### src/cbg_pkg.sv
// Constants, register map and carrier types of the cluster busy generator
//------------------------------------------------------------------------
// Overview of operation
// - Seven busy circuits: six physics, one test
// - Busy ORs selected sub-detector busy inputs
// - Physics words fixed per run; test anytime
// - First level trigger starts cluster dead time
// - Overlapping clusters' dead times join busy
// - Word: 24-bit member mask, 6-bit overlap
// - Test cluster has its own word
// - Acquisition and processor vetoes join all busies
// - Global post-trigger hold is not made here
//------------------------------------------------------------------------
package cbg_pkg;

  localparam int N_PHYS = 6;
  localparam int N_CLUS = 7;
  localparam int N_DET = 24;
  localparam int TEST_IDX = 6;

  // Register byte offsets
  localparam logic [7:0] OFS_CFG0 = 8'h00;
  localparam logic [7:0] OFS_CFG_LAST = 8'h18;
  localparam logic [7:0] OFS_STATUS = 8'h1c;
  localparam logic [7:0] OFS_DET = 8'h20;
  localparam logic [7:0] OFS_CTRL = 8'h24;

  // Field positions
  localparam int STAT_BUSY_LSB = 0;
  localparam int STAT_DEAD_LSB = 8;
  localparam int CTRL_LOCK_BIT = 0;

  // Reset values
  localparam logic [31:0] CFG_RST = 32'h0000_0000;
  localparam logic CTRL_LOCK_RST = 1'b0;

  // One cluster control word
  typedef struct packed {
    logic [1:0] spare;
    logic [5:0] overlap;
    logic [23:0] members;
  } cbg_cfg_t;

  // Wishbone request from the master
  typedef struct packed {
    logic cyc;
    logic stb;
    logic we;
    logic [3:0] sel;
    logic [7:0] adr;
    logic [31:0] dat;
  } cbg_wb_req_t;

endpackage
### src/cbg_cluster_busy.sv
// Cluster busy generator with its Wishbone register slave
//
// Design decisions made here: the register addresses and register access over Wishbone.
module cbg_cluster_busy
  import cbg_pkg::*;
(
  input wire logic ref_clk,
  input wire logic rst,
  input wire cbg_wb_req_t wb_req,
  output logic [31:0] wb_dat_o,
  output logic wb_ack_o,
  input wire logic [N_DET-1:0] detector_busy_in,
  input wire logic acquisition_veto_in,
  input wire logic processor_veto_in,
  input wire logic [N_CLUS-1:0] group_level0_trigger,
  input wire logic [N_CLUS-1:0] second_level_decision,
  output logic [N_CLUS-1:0] cluster_busy_out
);

  //----------------------------------------------------------------------
  // Pin synchronisers
  //----------------------------------------------------------------------
  logic [N_DET+1:0] pin_s1_reg, pin_s2_reg;
  logic [N_DET-1:0] det_s;
  logic acq_s, proc_s;

  // Two stages for every asynchronous busy pin
  always_ff @(posedge ref_clk) begin
    if (rst) begin
      pin_s1_reg <= '0;
      pin_s2_reg <= '0;
    end else begin
      pin_s1_reg <= {processor_veto_in, acquisition_veto_in,
                     detector_busy_in};
      pin_s2_reg <= pin_s1_reg;
    end
  end

  assign det_s = pin_s2_reg[N_DET-1:0];
  assign acq_s = pin_s2_reg[N_DET];
  assign proc_s = pin_s2_reg[N_DET+1];

  //----------------------------------------------------------------------
  // Register slave
  //----------------------------------------------------------------------
  cbg_cfg_t cfg_reg [N_CLUS];
  cbg_cfg_t cfg_next [N_CLUS];
  logic lock_reg, lock_next;
  logic ack_reg, ack_next;
  logic [31:0] rdat_reg, rdat_next;
  logic [N_CLUS-1:0] dead_reg, dead_next;
  logic [N_CLUS-1:0] busy_reg, busy_next;
  logic req, wr;
  logic [2:0] widx;

  assign req = wb_req.cyc && wb_req.stb && !ack_reg;
  assign wr = req && wb_req.we;
  assign widx = wb_req.adr[4:2];

  // Byte-lane merge of a write into a word
  function automatic logic [31:0] merge(input logic [31:0] old,
                                        input logic [31:0] dat,
                                        input logic [3:0] sel);
    logic [31:0] r;
    r = old;
    for (int b = 0; b < 4; b++) begin
      if (sel[b]) begin
        r[8*b +: 8] = dat[8*b +: 8];
      end
    end
    return r;
  endfunction

  // Next values of the control words, lock, ack and read data
  always_comb begin
    cfg_next = cfg_reg;
    lock_next = lock_reg;
    ack_next = req;
    rdat_next = 32'h0000_0000;
    if (wr && wb_req.adr <= OFS_CFG_LAST && wb_req.adr[1:0] == 2'b00) begin
      // Physics words are frozen while a run is locked
      if (widx == 3'(TEST_IDX) || !lock_reg) begin
        cfg_next[widx] = merge(cfg_reg[widx], wb_req.dat, wb_req.sel);
      end
    end
    if (wr && wb_req.adr == OFS_CTRL && wb_req.sel[0]) begin
      lock_next = wb_req.dat[CTRL_LOCK_BIT];
    end
    if (req && !wb_req.we) begin
      if (wb_req.adr <= OFS_CFG_LAST && wb_req.adr[1:0] == 2'b00) begin
        rdat_next = cfg_reg[widx];
      end else if (wb_req.adr == OFS_STATUS) begin
        rdat_next[STAT_BUSY_LSB +: N_CLUS] = busy_reg;
        rdat_next[STAT_DEAD_LSB +: N_CLUS] = dead_reg;
      end else if (wb_req.adr == OFS_DET) begin
        rdat_next[N_DET-1:0] = det_s;
      end else if (wb_req.adr == OFS_CTRL) begin
        rdat_next[CTRL_LOCK_BIT] = lock_reg;
      end
    end
  end

  // Register the slave state
  always_ff @(posedge ref_clk) begin
    if (rst) begin
      for (int c = 0; c < N_CLUS; c++) begin
        cfg_reg[c] <= CFG_RST;
      end
      lock_reg <= CTRL_LOCK_RST;
      ack_reg <= 1'b0;
      rdat_reg <= 32'h0000_0000;
    end else begin
      cfg_reg <= cfg_next;
      lock_reg <= lock_next;
      ack_reg <= ack_next;
      rdat_reg <= rdat_next;
    end
  end

  assign wb_ack_o = ack_reg;
  assign wb_dat_o = rdat_reg;

  //----------------------------------------------------------------------
  // Dead time and cluster busy
  //----------------------------------------------------------------------
  logic [N_CLUS-1:0] ovl_dead;
  logic [N_CLUS-1:0] member_busy;
  logic veto;

  // Dead time runs from a cluster trigger to its decision; set wins
  always_comb begin
    dead_next = (dead_reg & ~second_level_decision)
                | group_level0_trigger;
  end

  // Busy per cluster; the short post-trigger hold lives elsewhere
  always_comb begin
    veto = acq_s | proc_s;
    for (int c = 0; c < N_CLUS; c++) begin
      member_busy[c] = |(det_s & cfg_reg[c].members);
    end
    // Physics overlap bits are taken as loaded; the test word's overlap bits act both ways
    for (int c = 0; c < N_PHYS; c++) begin
      ovl_dead[c] = |(cfg_reg[c].overlap & dead_next[N_PHYS-1:0])
                    | (cfg_reg[TEST_IDX].overlap[c]
                       & dead_next[TEST_IDX]);
    end
    ovl_dead[TEST_IDX] = |(cfg_reg[TEST_IDX].overlap
                           & dead_next[N_PHYS-1:0]);
    busy_next = member_busy | dead_next | ovl_dead
                | {N_CLUS{veto}};
  end

  // Register dead time and busy
  always_ff @(posedge ref_clk) begin
    if (rst) begin
      dead_reg <= '0;
      busy_reg <= '0;
    end else begin
      dead_reg <= dead_next;
      busy_reg <= busy_next;
    end
  end

  assign cluster_busy_out = busy_reg;
endmodule

### config.mk
export PLATFORM = sky130hd
export DESIGN_NAME = cbg_cluster_busy
export DESIGN_NICKNAME = d
export VERILOG_FILES = /design/src/cbg_pkg.sv /design/src/cbg_cluster_busy.sv
export SDC_FILE = /design/constraint.sdc
export NUM_CORES = 1
export LEC_CHECK = 0
export BUFFER_PORTS_ARGS = -buffer_cell sky130_fd_sc_hd__buf_4
export CELL_PAD_IN_SITES_DETAIL_PLACEMENT = 1
export CELL_PAD_IN_SITES_GLOBAL_PLACEMENT = 2
export CORE_MARGIN = 2
export CORE_UTILIZATION = 37
export DETAILED_ROUTE_END_ITERATION = 12
export PLACE_DENSITY = 0.77
export SYNTH_ARGS = -nofsm -noshare
export SYNTH_HDL_FRONTEND = slang
export SYNTH_SLANG_ARGS = --single-unit
### constraint.sdc
create_clock -name ref_clk -period 2.5 [get_ports ref_clk]
set_clock_uncertainty 0.1 [all_clocks]
set_input_delay 0.375 -clock ref_clk [delete_from_list [all_inputs] [get_ports ref_clk]]
set_output_delay 0.375 -clock ref_clk [all_outputs]
set_load 0.005 [all_outputs]
==> results.ini, run 1 <==
[run_status]
status=finished with violations
failed_checks=setup timing

[floorplan]
core_area_sq_um=37490
dieArea_sq_um=39510
die_y_um=198.8
die_w_um=198.8
initial_utilization_pct=37.44
ios=129
fp-row-count=71

[sta]
fmax_mhz=395.4
fin_ws_ps=-29.02
layout_min_cycle_time_ps=2529
relSlewSlack_pct=44.12
hold_violations=0
rsz0062_at_grt=false
worstMarginPinSlew_ps=837.1
finalCritPeriodShare_pct=101.2
setup_violations=1
maxSlewViolCount=0

[routing]
drt_iter0_markers=1333
drc=0
drt_wl_total_um=59280
route.vias.total=13170
via_per_inst=5.952
first_pass_iters=7
detail-route-antenna-nets=0
wire_per_inst_um=26.80

[synthesis]
synth_top_cell_by_area=dfxtp_1
synth_cells=1518
yosys_warnings=0
ys_types=39
synth_seq_cells=324
postSynthAreaPerCell_sq_um=9.247
syn_nets=1607
ys_seq_area_share_pct=46.21
synth_area_leaders=dfxtp_1, a211oi_1, mux2i_1, nor2_1, a22oi_1
synth_top_area_share_pct=46.21
syn_area_sq_um=14040

[setup_path]
critPathMaxStageDelay_ps=590
r2r_start=pin_s2_reg[11]$_SDFF_PP0_
crit_arrival_ps=2780
cp.depth=5
path_buf_inv=1
rr_endpoint=cluster_busy_out[0]$_SDFF_PP0_
reg2regPathDepth=5
crit_end=cluster_busy_out[0]$_SDFF_PP0_
start_kind=flop
worst-r2r-setup-slack_ps=-30
slowest_stage=nor4_1
crit_start=pin_s2_reg[11]$_SDFF_PP0_
worstPathMaxFanout=8
crit_family=simple AND/OR/NAND/NOR gates
critPathKind=flop to flop
cp-end-kind=flop
crit_chain=a22oi_1, nand4_1, nor4_1, buf_4, a41oi_1
cp.required_ps=2750

[clocking]
ctsResizeCount=0
path_clk_slew_ps=60
cts_root_buffer=clkbuf_16
clk_latency_ps=550
cts_buffers=38
cts_max_level=2
clk_path_buf_depth=3
clock-sinks=324
postCtsSetupBuffers=0
cts_tree=built

[place]
dp.cells=2114
hpwl_um=41360
portBuffers=128
place.gp.congestion=0.9075

[cells_and_area]
nets=1760
final_common_cell=dfxtp_1
final_cell_mix=dfxtp_1, nor2_1, a211oi_1
largest_register_ffs=224
synthToLayoutAreaGrowth_pct=24.33
drive_gt1_share_pct=17.65
stdcell_count=2212
postLayoutCoreUtil_pct=46.56

[global_routing]
grt_pass1_wl_um=87560
track_usage_pct=29.99
grt.overflow.total=0
grt_pass1_vias=13120
grt_max_degree=132
antenna_found_initial=3

[hold_path]
holdCritPathClass=input port to flop

[power_and_ir_drop]
power_leakage_nw=6.068
vdd_ir_drop_max_mv=0.3884
power_density_nw_per_um2=678.3

[run]
maxCapViolCount=0

stage by stage:
stage	cell area, sq um	hold slack (ps)	total power [mW]	setup TNS, ps	setup WS [ps]
CTS	17450	0.6445	11.90	0	9.477
floorplan	14040	313.8	5.825	0	284.8
global route	17450	19.24	12.18	0	6.339
detailed placement	15930	324.9	6.362	0	10.35
global placement	15930	316.1	6.351	0	49.21
finish	17450	5.943	11.84	-29.02	-29.02
layout make-up:
cell class                 instances  area (sq um)
clock buffer                      53          1077
fill                            4309         20040
inverter                          46         172.7
timing repair buffer             255          2171
tap                              511         639.4
antenna                            1         2.502
sequential                       324          6486
clock inverter                    16         160.2
multi-input combinational       1006          6744
power breakdown:
| part | leakage [nW] | internal (mW) | switching [mW] |
|---|---|---|---|
| sequential | 2.62 | 5.22 | 0.0989 |
| combinational | 2.84 | 0.408 | 0.575 |
| clock | 0.604 | 3.24 | 2.29 |
| total | 6.07 | 8.87 | 2.97 |
cell families (layout without fill, tap and decap cells):
logic type / Yosys count / after routing / share of synthesized area [%]
AO/OA/AOI/OAI: 470 / 470 / 25.22
AND/OR/NAND/NOR: 438 / 438 / 15.76
flip-flops: 324 / 324 / 46.21
buffers and inverters: 188 / 370 / 5.829
multiplexers: 98 / 98 / 6.988
other: 0 / 1 / 0
worst min path at each step:
| stage | depth (start not counted) | start | to |
|---|---|---|---|
| floorplan | 1 | pin_s1_reg[0]$_SDFF_PP0_ | pin_s2_reg[0]$_SDFF_PP0_ |
| global placement | 1 | pin_s1_reg[17]$_SDFF_PP0_ | pin_s2_reg[17]$_SDFF_PP0_ |
| detailed placement | 1 | pin_s1_reg[3]$_SDFF_PP0_ | pin_s2_reg[3]$_SDFF_PP0_ |
| CTS | 2 | rst | cfg_reg[37]$_SDFFE_PP0P_ |
| global route | 2 | rst | cfg_reg[72]$_SDFFE_PP0P_ |
| finish | 2 | rst | cfg_reg[8]$_SDFFE_PP0P_ |
worst reg2reg max path, stage by stage (launching register included):
cell,delay (ps)
dfxtp_1,580
a22oi_1,390
nand4_1,240
nor4_1,590
buf_4,220
a41oi_1,220
cells in the mapped netlist:
cell and count:
or4b_1 2, a21oi_1 14, buf_2 15, nand4bb_1 1
a22oi_1 109, a222oi_1 14, or4b_2 1, clkbuf_1 103
a21boi_0 7, nand2_1 27, nor2_1 236, nand4b_1 1
nand3b_1 10, nor2b_1 60, o22ai_1 10, nor4_4 7
mux2i_1 98, a31oi_1 33, buf_1 2, nor3_1 1
a32oi_1 12, nor4_1 10, buf_4 19, nand2b_1 18
dfxtp_1 324, or4bb_1 1, a311oi_1 1, buf_6 3
or4_4 1, or4_1 1, and3_1 1, a41oi_1 7
a211oi_1 231, nand3_1 13, nand4_1 14, o221ai_1 32
and2_1 32, inv_1 46, or3_1 1
what timing repair did:
action	CTS	global route
hold buffers	28	0
endpoints found under the setup margin	0	0
hold endpoints to repair	27	0
metal layers:
metal	part of all wire [%]	track usage (%)	vias up
li1	-	-	5960
met1	46	43.10	6518
met2	44	45.26	588
met3	7.7	4.815	99
met4	3.2	10.75	0
met5	0	0	-
(Power assumes the default switching activity.)
==> inputs of run 2 (changes only) <==
--- a/config.mk
+++ b/config.mk
@@ -5,13 +5,14 @@
 export SDC_FILE = /design/constraint.sdc
 export NUM_CORES = 1
 export LEC_CHECK = 0
+export ABC_AREA = 1
 export BUFFER_PORTS_ARGS = -buffer_cell sky130_fd_sc_hd__buf_4
 export CELL_PAD_IN_SITES_DETAIL_PLACEMENT = 1
 export CELL_PAD_IN_SITES_GLOBAL_PLACEMENT = 2
 export CORE_MARGIN = 2
-export CORE_UTILIZATION = 37
+export CORE_UTILIZATION = 32
 export DETAILED_ROUTE_END_ITERATION = 12
-export PLACE_DENSITY = 0.77
+export PLACE_DENSITY = 0.79
 export SYNTH_ARGS = -nofsm -noshare
 export SYNTH_HDL_FRONTEND = slang
 export SYNTH_SLANG_ARGS = --single-unit
==> results.ini, run 2 <==
[place]
place.gp.congestion=0.8356
portBuffers=128
hpwl_um=51030

[synthesis]
synth_top_area_share_pct=38.94
synth_cells=2877
synth_edf_count=0
syn_nets=2966
yosys_warnings=0
synth_area_leaders=dfxtp_1, nand2_1, nor2_1, inv_1, nand3_1
synth_xor_area_share_pct=0
ys_seq_area_share_pct=38.94
ys_types=23
yosysMostFrequentCell=nand2_1
synth_compound_area_share_pct=3.170
syn_area_sq_um=16660
synth_top_family_by_area=simple AND/OR/NAND/NOR gates
synth_top_flop_cell=dfxtp_1
synth_top_cell_by_area=dfxtp_1
muxShareOfSynthArea_pct=0
synth_seq_cells=324
postSynthAreaPerCell_sq_um=5.789
synthSimpleGateAreaFrac_pct=46.16
yosys-top-cells-count=nand2_1, nor2_1, inv_1
synth-adder-area-share_pct=0
synthArstFlopShare_pct=0

[floorplan]
die_w_um=232.1
dieArea_sq_um=53890
ios=129
initial_utilization_pct=32.40
core_area_sq_um=51410
die_y_um=232.1
fp-row-count=83

[global_routing]
antenna_found_initial=2
grt_max_degree=78
track_usage_pct=27.94
grt.overflow.total=0
grt_pass1_wl_um=112400
grt_pass1_vias=18230

[power_and_ir_drop]
swShare_pct=25.47
cellInternalPower_mw=9.447
comb_power_share_pct=7.4
power_density_nw_per_um2=625.4
p_seq_share_pct=41.8
vdd_ir_drop_max_mv=0.4453
power_leakage_nw=10.37
p_sw_mw=3.228
clockPowerShare_pct=50.8

[cells_and_area]
antenna_cells=0
final_cell_mix=nand2_1, nor2_1, inv_1
final_common_cell=nand2_1
nets=3072
synthToLayoutAreaGrowth_pct=21.68
drive_gt1_share_pct=8.892
largest_register_ffs=224

[routing]
detail-route-antenna-nets=0
drt_iter0_markers=1013
via_per_inst=4.857
wire_per_inst_um=20.26
drt_wl_total_um=74840
route.vias.total=17940
drc=0
first_pass_iters=5

[clocking]
cts_buffers=41
ctsResizeCount=0
path_clk_slew_ps=60
cts_root_buffer=clkbuf_16
clock-sinks=324
clk_latency_ps=580
cts_max_level=2
clk_path_buf_depth=3
postCtsSetupBuffers=0
cts_tree=built

[sta]
fmax_mhz=514.5
layout_min_cycle_time_ps=1944
finalCritPeriodShare_pct=77.75
final.setup.tns_ps=0
worstMarginPinSlew_ps=622.9
maxSlewViolCount=0
whs_ps=87.09
hold_violations=0
relSlewSlack_pct=58.41
setup_violations=0
rsz0062_at_grt=false

[run_status]
status=completed

[setup_path]
cp-end-kind=flop
start_kind=flop
crit_arrival_ps=2300
critPathKind=flop to flop
worstPathMaxFanout=8
cp.required_ps=2850

[hold_path]
holdCritPathClass=input port to flop

[run]
maxCapViolCount=0

-- run 2: cell count changes after synthesis, sizes merged, moves of 60 or more --
cell	delta
nand2	+1116
nor2b	-60
nand3	+159
a22oi	-109
a211oi	-230
mux2i	-98
nor2	+378
inv	+307
-- run 2: repair_timing --
action,CTS,global route
hold buffers,29,0
endpoints found under the hold margin,28,0
setup endpoints to repair,0,0
-- run 2: layout make-up --
| type | count | area, sq um |
|---|---|---|
| fill | 6848 | 31140 |
| inverter | 354 | 1335 |
| tap | 680 | 850.8 |
| clock buffer | 61 | 1191 |
| sequential | 324 | 6486 |
| clock inverter | 13 | 240.2 |
| timing repair buffer | 214 | 1942 |
| multi-input combinational | 2048 | 8222 |
-- run 2: layer usage --
metal	global-route usage (%)	up-vias	part of all wire, %
li1	-	8715	-
met1	37.90	8648	46
met2	44.74	468	45
met3	4.126	112	5.7
met4	10.36	0	3.5
met5	0	-	0
-- run 2: worst max-delay path: stages, from the launching register on --
cell     delay [ps]
dfxtp_1         450
nand2_1         230
nand2_1          80
nor2_1          200
nand2_1         100
nor2_1          280
nand2_1         180
nor2_1          130
nor2_1           50
-- run 2: path summary, 6_finish.rpt --
| check | slack, ps | depth (start not counted) | endpoint | startpoint |
|---|---|---|---|---|
| setup / recovery | 560 | 8 | cluster_busy_out[3]$_SDFF_PP0_ | pin_s2_reg[5]$_SDFF_PP0_ |
| hold / removal | 90 | 4 | dead_reg[3]$_SDFF_PP0_ | group_level0_trigger[3] |
| setup reg to reg | 560 | 8 | cluster_busy_out[3]$_SDFF_PP0_ | pin_s2_reg[5]$_SDFF_PP0_ |
| hold reg to reg | 300 | 2 | pin_s2_reg[1]$_SDFF_PP0_ | pin_s1_reg[1]$_SDFF_PP0_ |
-- run 2: through the flow --
stage | cells | worst slack [ps] | power (mW) | util [%] | area (sq um)
CTS | 3694 | 586.4 | 12.78 | 39.43 | 20270
detailed placement | 3591 | 271.5 | 6.300 | 36.08 | 18550
floorplan | 2877 | 702.5 | 5.795 | - | 16660
finish | 3694 | 556.4 | 12.68 | 39.43 | 20270
global placement | 3591 | 340.8 | 6.294 | 36.08 | 18550
global route | 3694 | 470.2 | 13.07 | 39.43 | 20270
-- run 2: cells by family (layout without fill, tap and decap cells) --
| group | after synthesis | in the layout |
|---|---|---|
| AOI/OAI and AO/OA | 102 | 102 |
| buffers and inverters | 505 | 642 |
| DFF | 324 | 324 |
| and+or+nand+nor | 1946 | 1946 |
-- run 2: power groups by stage --
| stage | Clock (mW) | Combinational, mW | Sequential [mW] |
|---|---|---|---|
| 2_1_floorplan | 0 | 0.442 | 5.35 |
| 3_3_place_gp | 0 | 0.886 | 5.41 |
| 3_5_place_dp | 0 | 0.891 | 5.41 |
| 4_1_cts | 6.56 | 0.929 | 5.30 |
| 5_1_grt | 6.76 | 1.00 | 5.30 |
| 6_report | 6.44 | 0.934 | 5.30 |
